## config.mk

```make
export PLATFORM = sky130hd
export DESIGN_NAME = llec_event_counters
export DESIGN_NICKNAME = d
export VERILOG_FILES = /design/src/logic/llec_pkg.sv /design/src/logic/llec_event_counters.sv
export SDC_FILE = /design/constraint.sdc
export NUM_CORES = 1
export LEC_CHECK = 0
export ABC_AREA = 1
export ABC_CLOCK_PERIOD_IN_PS = 8600
export BUFFER_PORTS_ARGS = -buffer_cell sky130_fd_sc_hd__clkbuf_2
export CORE_MARGIN = 2
export CORE_UTILIZATION = 35
export DETAILED_ROUTE_END_ITERATION = 16
export PLACE_DENSITY = 0.6
export SETUP_SLACK_MARGIN = 0.02
export SLEW_MARGIN = 20
export SYNTH_ARGS = -nofsm -noshare
export SYNTH_HDL_FRONTEND = slang
export SYNTH_SLANG_ARGS = --single-unit
```

## constraint.sdc

```tcl
create_clock -name sys_clk -period 8.6 [get_ports sys_clk]
set_clock_uncertainty 0.1 [all_clocks]
set_input_delay 1.72 -clock sys_clk [delete_from_list [all_inputs] [get_ports sys_clk]]
set_output_delay 1.72 -clock sys_clk [all_outputs]
set_load 0.02 [all_outputs]
```

## src/logic/llec_pkg.sv

```systemverilog
// constants shared by the link layer event counter block
package llec_pkg;

    // ========================================================
    // register byte offsets (Avalon-MM, one 32-bit word each)
    localparam logic [7:0] OFS_SEL_BASE   = 8'h00;
    localparam logic [7:0] OFS_CTR_LO     = 8'h10;
    localparam logic [7:0] OFS_CTR_HI     = 8'h20;
    localparam logic [7:0] OFS_INFO       = 8'h30;

    // ========================================================
    // event select register fields
    localparam int SEL_CODE_LSB  = 0;
    localparam int SEL_UMASK_LSB = 8;
    localparam int SEL_EXTRA_BIT = 16;
    localparam int SEL_EDGE_BIT  = 18;
    localparam int SEL_EN_BIT    = 22;
    localparam logic [31:0] SEL_WR_MASK  = 32'h0045_ffff;
    localparam logic [31:0] SEL_RESET    = 32'h0000_0000;
    localparam logic [47:0] CTR_RESET    = 48'h0000_0000_0000;

    // ========================================================
    // event codes
    localparam logic [7:0] EVT_SHUTDOWN_CYCLES = 8'h12;
    localparam logic [7:0] EVT_DIRECT_TO_CORE  = 8'h13;
    localparam logic [7:0] EVT_LINK_CLOCK_TICK = 8'h14;
    localparam logic [7:0] EVT_TRIGGER_OUTPUT  = 8'h38;

    // direct-to-core outcome mask bits
    localparam int D2C_SUCCESS_BIT    = 0;
    localparam int D2C_FAIL_CREDIT    = 1;
    localparam int D2C_FAIL_ROUTE_TBL = 2;
    localparam int D2C_FAIL_BOTH      = 3;

    // shutdown event direction mask bits
    localparam int SHUT_TX_BIT = 0;
    localparam int SHUT_RX_BIT = 1;

    // ========================================================
    // link-layer clock is the transfer rate divided by this
    localparam logic [7:0] LINK_CLK_DIV    = 8'h08;
    localparam int         NUM_COUNTERS    = 4;
    localparam int         NUM_TRIG_SLOTS  = 2;

endpackage
```

## src/logic/llec_event_counters.sv

```systemverilog
// link layer performance event counters with Avalon-MM register access
// ============================================================
//
// The implementer's own choices: the Avalon-MM slave port and the register addresses.
`timescale 1ns/1ps

module llec_event_counters #(
    parameter int CTR_W = 48
) (
    input  wire logic        sys_clk,
    input  wire logic        rst_n,
    input  wire logic [7:0]  avs_address,
    input  wire logic        avs_read,
    input  wire logic        avs_write,
    input  wire logic [31:0] avs_writedata,
    output logic      [31:0] avs_readdata,
    output logic             avs_waitrequest,
    input  wire logic [1:0]  cluster_trigger_output,
    input  wire logic        pkt_valid,
    input  wire logic        pkt_data_response_class,
    input  wire logic        pkt_to_caching_agent,
    input  wire logic        egress_credits_ok,
    input  wire logic        route_back_table_set,
    input  wire logic        link_shutdown_state_tx,
    input  wire logic        link_shutdown_state_rx
);

    // ========================================================
    // elaboration checks
    if (CTR_W < 33 || CTR_W > 64) begin : g_bad_width
        $error("llec_event_counters: CTR_W must lie in 33..64");
    end

    localparam int NC = llec_pkg::NUM_COUNTERS;

    typedef struct packed {
        logic [NC-1:0][31:0]    sel;
        logic [NC-1:0][CTR_W-1:0] ctr;
        logic [NC-1:0]          prev_lvl;
        logic                   ack;
        logic [31:0]            rdata;
    } llec_state_t;

    llec_state_t st_q;
    llec_state_t st_d;

    // ========================================================
    // per-counter event decode
    // result: [2] level used for edge mode, [1:0] increment
    function automatic logic [2:0] llec_evt(
        input logic [31:0] sel,
        input logic [1:0]  trig,
        input logic        cand,
        input logic        cred,
        input logic        route_back_table,
        input logic        sh_tx,
        input logic        sh_rx,
        input logic        prev
    );
        logic [7:0] code;
        logic [7:0] um;
        logic       extra;
        logic       edge_en;
        logic       lvl;
        logic [1:0] inc;
        logic [3:0] outcome;
        code    = sel[llec_pkg::SEL_CODE_LSB +: 8];
        um      = sel[llec_pkg::SEL_UMASK_LSB +: 8];
        extra   = sel[llec_pkg::SEL_EXTRA_BIT];
        edge_en = sel[llec_pkg::SEL_EDGE_BIT];
        lvl     = 1'b0;
        inc     = 2'd0;
        // the four outcomes exclude one another by construction
        outcome[llec_pkg::D2C_SUCCESS_BIT]    = cand & cred & route_back_table;
        outcome[llec_pkg::D2C_FAIL_CREDIT]    = cand & ~cred & route_back_table;
        outcome[llec_pkg::D2C_FAIL_ROUTE_TBL] = cand & cred & ~route_back_table;
        outcome[llec_pkg::D2C_FAIL_BOTH]      = cand & ~cred & ~route_back_table;
        if (!sel[llec_pkg::SEL_EN_BIT]) begin
            inc = 2'd0;
        end else if (extra) begin
            // trigger count is only reachable with the extra bit
            if (code == llec_pkg::EVT_TRIGGER_OUTPUT) begin
                lvl = &trig;
                if (edge_en) begin
                    inc = {1'b0, lvl & ~prev};
                end else begin
                    inc = {1'b0, trig[0]} + {1'b0, trig[1]};
                end
            end
        end else begin
            case (code)
                llec_pkg::EVT_LINK_CLOCK_TICK: begin
                    inc = 2'd1;
                end
                llec_pkg::EVT_DIRECT_TO_CORE: begin
                    // any selected outcome counts, once per packet
                    inc = {1'b0, |(outcome & um[3:0])};
                end
                llec_pkg::EVT_SHUTDOWN_CYCLES: begin
                    // each direction selected on its own
                    lvl = (sh_tx & um[llec_pkg::SHUT_TX_BIT]) |
                          (sh_rx & um[llec_pkg::SHUT_RX_BIT]);
                    if (edge_en) begin
                        inc = {1'b0, lvl & ~prev};
                    end else begin
                        inc = {1'b0, lvl};
                    end
                end
                default: begin
                    inc = 2'd0;
                end
            endcase
        end
        return {lvl, inc};
    endfunction

    // ========================================================
    // event sources; all on the link-layer clock, no crossing
    // sys_clk is the link-layer clock, one eighth of the transfer
    // rate; the rate never changes so a tick is a fixed time
    logic        d2c_cand;
    logic [NC-1:0][2:0] evt;

    assign d2c_cand = pkt_valid & pkt_data_response_class &
                      pkt_to_caching_agent;

    for (genvar i = 0; i < NC; i++) begin : g_evt
        assign evt[i] = llec_evt(st_q.sel[i], cluster_trigger_output,
                                 d2c_cand, egress_credits_ok,
                                 route_back_table_set,
                                 link_shutdown_state_tx,
                                 link_shutdown_state_rx,
                                 st_q.prev_lvl[i]);
    end

    // ========================================================
    // Avalon-MM slave: one wait cycle on every access
    logic       bus_take;
    logic [5:0] widx;
    logic [NC-1:0] wr_sel;
    logic [NC-1:0] wr_lo;
    logic [NC-1:0] wr_hi;

    assign avs_waitrequest = (avs_read | avs_write) & ~st_q.ack;
    assign bus_take        = (avs_read | avs_write) & ~st_q.ack;
    assign widx            = avs_address[7:2];
    assign avs_readdata    = st_q.rdata;

    always_comb begin
        for (int i = 0; i < NC; i++) begin
            wr_sel[i] = bus_take & avs_write &
                        (widx == 6'(llec_pkg::OFS_SEL_BASE[7:2] + i));
            wr_lo[i]  = bus_take & avs_write &
                        (widx == 6'(llec_pkg::OFS_CTR_LO[7:2] + i));
            wr_hi[i]  = bus_take & avs_write &
                        (widx == 6'(llec_pkg::OFS_CTR_HI[7:2] + i));
        end
    end

    // ========================================================
    // next state
    always_comb begin
        logic [CTR_W-1:0] c;
        logic [31:0]      rd;
        logic [63:0]      wide;
        c    = '0;
        rd   = 32'h0000_0000;
        wide = 64'h0;
        st_d = st_q;
        st_d.ack = bus_take;
        for (int i = 0; i < NC; i++) begin
            st_d.prev_lvl[i] = evt[i][2];
            // wraps silently at the counter width
            c = st_q.ctr[i] + CTR_W'(evt[i][1:0]);
            wide = 64'(c);
            if (wr_lo[i]) begin
                wide[31:0] = avs_writedata;
            end
            if (wr_hi[i]) begin
                wide[63:32] = avs_writedata;
            end
            st_d.ctr[i] = wide[CTR_W-1:0];
            if (wr_sel[i]) begin
                st_d.sel[i] = avs_writedata & llec_pkg::SEL_WR_MASK;
            end
        end
        if (bus_take && avs_read) begin
            for (int i = 0; i < NC; i++) begin
                wide = 64'(st_q.ctr[i]);
                if (widx == 6'(llec_pkg::OFS_SEL_BASE[7:2] + i)) begin
                    rd = st_q.sel[i];
                end else if (widx ==
                             6'(llec_pkg::OFS_CTR_LO[7:2] + i)) begin
                    rd = wide[31:0];
                end else if (widx ==
                             6'(llec_pkg::OFS_CTR_HI[7:2] + i)) begin
                    rd = wide[63:32];
                end
            end
            if (widx == llec_pkg::OFS_INFO[7:2]) begin
                rd = {16'h0000, 8'(CTR_W), llec_pkg::LINK_CLK_DIV};
            end
        end
        // unmapped reads return zero
        st_d.rdata = (bus_take && avs_read) ? rd : st_q.rdata;
    end

    always_ff @(posedge sys_clk) begin
        if (!rst_n) begin
            st_q.sel      <= {NC{llec_pkg::SEL_RESET}};
            st_q.ctr      <= {NC{CTR_W'(llec_pkg::CTR_RESET)}};
            st_q.prev_lvl <= '0;
            st_q.ack      <= 1'b0;
            st_q.rdata    <= 32'h0000_0000;
        end else begin
            st_q <= st_d;
        end
    end

    logic [NC-1:0] quiet;
    logic [7:0]    code0;
    logic [7:0]    code1;
    logic [7:0]    code2;
    logic [7:0]    code3;
    always_comb begin
        for (int i = 0; i < NC; i++) begin
            quiet[i] = ~wr_lo[i] & ~wr_hi[i] &
                       st_q.sel[i][llec_pkg::SEL_EN_BIT];
        end
    end
    assign code0 = st_q.sel[0][7:0];
    assign code1 = st_q.sel[1][7:0];
    assign code2 = st_q.sel[2][7:0];
    assign code3 = st_q.sel[3][7:0];
endmodule

```

== Word-level counts from Yosys, hierarchy flattened ==
Cells that the tools add are included.

* Add/subtract/negate cells: 5
* Multiply operators: 0
* Divide/modulo/power cells: 0
* Order comparisons: 0
* Equality and inequality tests: 28
* Shifts and indexed selects: 0
* Multiplexer cells: 57
* Bitwise operators: 54
* Reductions and logical operators: 11

{| class="wikitable"
|+ Operator list
! kind !! count
|-
| $mux 32 || 16
|-
| $add 48x2->48 || 4
|-
| $eq 8x5->1 const B || 12
|-
| $mux 16 || 5
|-
| $and 1x1->1 || 38
|-
| $eq 8x6->1 const B || 4
|-
| $mux 2 || 16
|-
| $eq 6x4->1 const B || 5
|-
| $eq 6x3->1 const B || 4
|-
| $and 4x4->4 || 4
|-
| $mux 1 || 16
|-
| $reduce_or 4->1 || 4
|-
| $eq 6x2->1 const B || 2
|-
| $pmux 1 s3 || 4
|-
| $reduce_and 2->1 || 5
|-
| $not 1->1 || 7
|-
| $eq 6x1->1 const B || 1
|-
| $logic_not 6->1 || 1
|-
| $or 1x1->1 || 5
|-
| $add 1x1->2 || 1
|-
| $logic_and 1x1->1 || 1
|}

* Bits in registers: 305
* Bits in latches: 0
* RAM bits: 0
* Bits in read-only memories: 0
* Input bits: 53
* Logic and storage cells: 169
* Memories: 0

== Longest topological paths before layout ==
* Word-level depth: 14
* Depth in mapped cells: 22

== Worst setup path after synthesis ==
Ideal clock, no wire load.

* Path type: input to register
* Start: input port pkt_to_caching_agent
* End: register st_q[179] (netlist name)
* Library setup time: 58 ps
* Arrival time: 4435 ps
* Data required time: 8442 ps
* Path slack: 4007 ps
* Stages: 22
* Buffers on the path: 0
* Cell sequence: and3_1 nand2_1 nor2_1 inv_1 o21ai_0 nor2_1 nor2_1 o21bai_1 a21oi_1 ha_1 inv_1 fa_1 inv_1 nand3_1 nor2_2 inv_2 nor2_2 nand3_1 or2_2 nand3_1 nand3_1 inv_1

* Word-level cells in the longest chain between the ends: 10

{| class="wikitable"
|+ Ends and longest elaborated chain
! item !! line !! RTL
|-
| start, declared || llec_event_counters.sv:21 || <nowiki>input wire logic pkt_to_caching_agent,</nowiki>
|-
| $and 1x1->1 * || llec_event_counters.sv:124 || <nowiki>assign d2c_cand = pkt_valid & pkt_data_response_class &</nowiki>
|-
| $and 1x1->1 (on tied branches) (2 in a row) || n/a ||
|-
| $and 4x4->4 * || llec_event_counters.sv:97 || <nowiki>inc = {1'b0, |(outcome & um[3:0])};</nowiki>
|-
| $reduce_or 4->1 * || llec_event_counters.sv:97 ||
|-
| $pmux 1 s3 * || llec_event_counters.sv:91 || <nowiki>case (code)</nowiki>
|-
| $mux 2 * || llec_event_counters.sv:80 || <nowiki>end else if (extra) begin</nowiki>
|-
| $mux 2 * || llec_event_counters.sv:78 || <nowiki>if (!sel[llec_pkg::SEL_EN_BIT]) begin</nowiki>
|-
| $add 48x2->48 * || llec_event_counters.sv:174 || <nowiki>c = st_q.ctr[i] + CTR_W'(evt[i][1:0]);</nowiki>
|-
| $mux 16 * || llec_event_counters.sv:179 || <nowiki>if (wr_hi[i]) begin</nowiki>
|-
| end signal, assigned || llec_event_counters.sv:216 || <nowiki>st_q <= st_d;</nowiki>
|-
| end, declared || llec_event_counters.sv:44 || <nowiki>llec_state_t st_q;</nowiki>
|}

Mark *: on every way between the ends. The rest lies on a longest branch, timed or not.
A chain may end at the register's enable or synchronous reset.

== Final worst setup path ==
Ends and elaborated chain as after synthesis.

==> flow_metrics.tcl <==
set metrics [dict create \
    status "completed" \
    grt_max_degree 136 \
    seqPwrFrac_pct 43.2 \
    ioPinCount 86 \
    drtPass1Iterations 8 \
    post-route-period-util_pct 60.28 \
    critPathBufInv 6 \
    reg2reg_setup_slack_ns 4.49 \
    busiest_layer "met2" \
    gp_congestion 1.012 \
    setup_tns_ns 0 \
    viasPerCell 5.542 \
    start_kind "input pin" \
    cts.repair.resized 0 \
    wl_per_cell_um 22.93 \
    post-place-cells 3770 \
    switching_power_mw 0.8762 \
    clk-insertion-delay-late_ns 0.59 \
    gr-usage-all-layers_pct 29.72 \
    grt_pass1_wl_um 126800 \
    drv_cap 0 \
    tightestPinTransition_ns 1.017 \
    place_hpwl_um 66090 \
    p_sw_share_pct 26.47 \
    met1_usage_pct 38.90 \
    async_flop_share_pct 0 \
    clockBufferDepth 3 \
    cts_made_buffers 41 \
    synth_edf_count 0 \
    endpoint_kind "register" \
    dominantRegCellSynth "dfxtp_1" \
    ant_nets 0 \
    clock_sinks 305 \
    ys_seq_area_share_pct 30.95 \
    syn_inst 3079 \
    slew_violations 0 \
    cp.required_ns 9.03 \
    synth_seq_cells 305 \
    vias 21286 \
    drive_gt1_share_pct 8.171 \
    die_area_mm2 0.05828 \
    fp.dieH_um 241.4 \
    cp_max_fo 5 \
    placementRows 87 \
    drcViolationCount 0 \
    power_mw 3.310 \
    routed_wl_um 88090 \
    met3_usage_pct 5.561 \
    yosys_warnings 0 \
    final_util_pct 38.46 \
    arrival_ns 5.61 \
    setup_viol 0 \
    port_buffers 83 \
    yosysUniqueCellTypes 51 \
    grt_use_met2_pct 47.02 \
    vdd_drop_max_uv 121.1 \
    cts_tree "built" \
    netlist_area_mm2 0.01973 \
    grt_pass1_vias 19107 \
    fin_nets 3123 \
    clk_pin_slew_ns 0.06 \
    cp_cell_sequence "clkbuf_2 -> and3_1 -> nand2_1 -> nor2_1 -> inv_1 -> o21ai_0 -> nor2_1 -> nor2_1 -> o21bai_1 -> a21oi_1 -> ha_1 -> inv_1 -> fa_1 -> inv_1 -> nand3_1 -> nor2_2 -> inv_2 -> nor2_2 -> nand3_1 -> or2_2 -> nand3_1 -> nand3_1 -> inv_1" \
    combPwrFrac_pct 6.2 \
    intPower_mw 2.434 \
    coreArea_mm2 0.05606 \
    critPathMaxStageDelay_ns 0.49 \
    fin_cells 3841 \
    critPathSlowestCell "fa_1" \
    cts-htree-levels 2 \
    syn-mean-instance-area_um2 6.407 \
    root_buffer "clkbuf_16" \
    hold_buffers 0 \
    relSlewSlack_pct 31.65 \
    postCtsSetupBuffers 0 \
    dieWidth_um 241.4 \
    overflow 0 \
    min_path_type "register to register" \
    syn_nets 3145 \
    drt_iter0_drc 2234 \
    finalCriticalPeriod_ns 5.184 \
    hold_violations 0 \
    initial_core_util_pct 35.19 \
    power.density_mw_per_mm2 153.5 \
    rsz0062_at_grt "false" \
    max_freq_mhz 192.9 \
    path_delay_family "simple AND/OR/NAND/NOR gates" \
    p_clk_share_pct 50.6 \
    critPathKind "input pin to register" \
    synthToLayoutAreaGrowth_pct 9.305 \
    static-leakage-power_nw 8.811 \
    holdWs_ns 0.3631 \
    antenna_found_initial 4 \
]
==> registers in the layout, summed over array words and instances, names as in the netlist <==
name / cells
avs_readdata: 32
code1: 8
code2: 8
code0: 8
code3: 8
st_q: 241
==> power groups by stage <==
stage / clock, mW / combinational [mW] / sequential (mW)
4_1_cts: 1.69 / 0.202 / 1.43
3_3_place_gp: 0 / 0.201 / 1.46
2_1_floorplan: 0 / 0.102 / 1.46
6_report: 1.67 / 0.205 / 1.43
3_5_place_dp: 0 / 0.201 / 1.46
5_1_grt: 1.75 / 0.215 / 1.43
==> layout make-up <==
class	instances	area [um^2]
Fill cell	6172	34500
Multi-Input combinational cell	2194	11160
Sequential cell	305	6106
Inverter	424	1594
Clock buffer	57	1166
Tap cell	756	945.9
Timing Repair Buffer	91	481.7
Clock inverter	13	108.9
Antenna cell	1	2.502
==> cell families (layout without fill, tap and decap cells) <==
logic type / Yosys count / count (layout) / share of synthesized area, %
simple gates: 1471 / 1471 / 33.62
compound gates: 638 / 638 / 18.67
buf+inv: 580 / 585 / 12.58
other cells: 0 / 1 / 0
fa+ha+maj: 13 / 13 / 0.9768
flops: 305 / 305 / 30.95
xor+xnor: 72 / 72 / 3.197
==> per-stage QoR <==
step | area (um^2) | setup WS, ns
after global routing | 21560 | 3.111
after global placement | 20270 | 2.886
after detailed placement | 20280 | 2.875
after floorplan | 19730 | 4.007
final | 21560 | 3.416
after CTS | 21550 | 3.477
==> cell usage after synthesis, types with 3 or more instances <==
| cell | count | area share (%) |
|---|---|---|
| a211oi_1 | 7 | 0.27 |
| a21oi_1 | 259 | 6.6 |
| a221oi_1 | 13 | 0.58 |
| a22oi_1 | 12 | 0.46 |
| and3_1 | 3 | 0.095 |
| buf_2 | 37 | 0.94 |
| buf_4 | 46 | 1.8 |
| buf_6 | 11 | 0.63 |
| clkbuf_1 | 60 | 1.1 |
| clkinv_1 | 5 | 0.095 |
| dfxtp_1 | 305 | 31 |
| fa_1 | 4 | 0.41 |
| ha_1 | 9 | 0.57 |
| inv_1 | 394 | 7.5 |
| inv_2 | 24 | 0.46 |
| nand2_1 | 668 | 13 |
| nand2_2 | 8 | 0.25 |
| nand2_4 | 3 | 0.17 |
| nand3_1 | 244 | 6.2 |
| nand3b_1 | 6 | 0.23 |
| nand4_1 | 96 | 3.0 |
| nor2_1 | 256 | 4.9 |
| nor2_2 | 17 | 0.54 |
| nor2_4 | 15 | 0.86 |
| nor3_1 | 90 | 2.3 |
| nor3b_1 | 6 | 0.23 |
| nor4_1 | 31 | 0.98 |
| o211ai_1 | 102 | 3.9 |
| o21ai_0 | 186 | 4.7 |
| o21ai_1 | 16 | 0.41 |
| o21bai_1 | 4 | 0.15 |
| o221ai_1 | 13 | 0.58 |
| o22ai_1 | 17 | 0.54 |
| or2_0 | 3 | 0.095 |
| or2_2 | 17 | 0.54 |
| xnor2_1 | 20 | 0.89 |
| xor2_1 | 52 | 2.3 |
==> metal layers <==
layer / routed length (um) / up-vias / share of wire [%]
li1: - / 10201 / -
met1: 36980 / 9908 / 42
met2: 38920 / 966 / 44
met3: 7686 / 207 / 8.7
met4: 4485 / 4 / 5.1
met5: 22 / - / 0.025
==> final timing paths <==
path	start	end	cells after the start
worst max-delay path	pkt_to_caching_agent	st_q[179]$_SDFF_PN0_	23
worst min-delay path	avs_readdata[23]$_SDFFE_PN0P_	avs_readdata[23]$_SDFFE_PN0P_	2
worst max register to register	code1[4]$_SDFFE_PN0P_	st_q[117]$_SDFF_PN0_	19
worst min register to register	avs_readdata[23]$_SDFFE_PN0P_	avs_readdata[23]$_SDFFE_PN0P_	2
==> cell usage in the layout (no fill, tap or decap), types with 17 or more instances in the layout <==
cell type,synthesis,layout
o211ai_1,102,102
nand4_1,96,96
nor2_2,17,18
nand3_1,244,244
o21ai_0,186,186
o22ai_1,17,17
inv_1,394,393
clkbuf_2,0,82
xnor2_1,20,20
inv_2,24,24
clkbuf_16,0,41
dfxtp_1,305,305
xor2_1,52,52
or2_2,17,17
nor3_1,90,90
a21oi_1,259,259
nor4_1,31,31
nor2_4,15,17
nor2_1,256,253
nand2_1,668,668
==> worst min-delay path, stage by stage (launching register included) <==
cell and delay, ns:
dfxtp_1 0.30, nand2_1 0.06, a21oi_1 0.05
No activity file was read; power rests on OpenSTA's default activity.
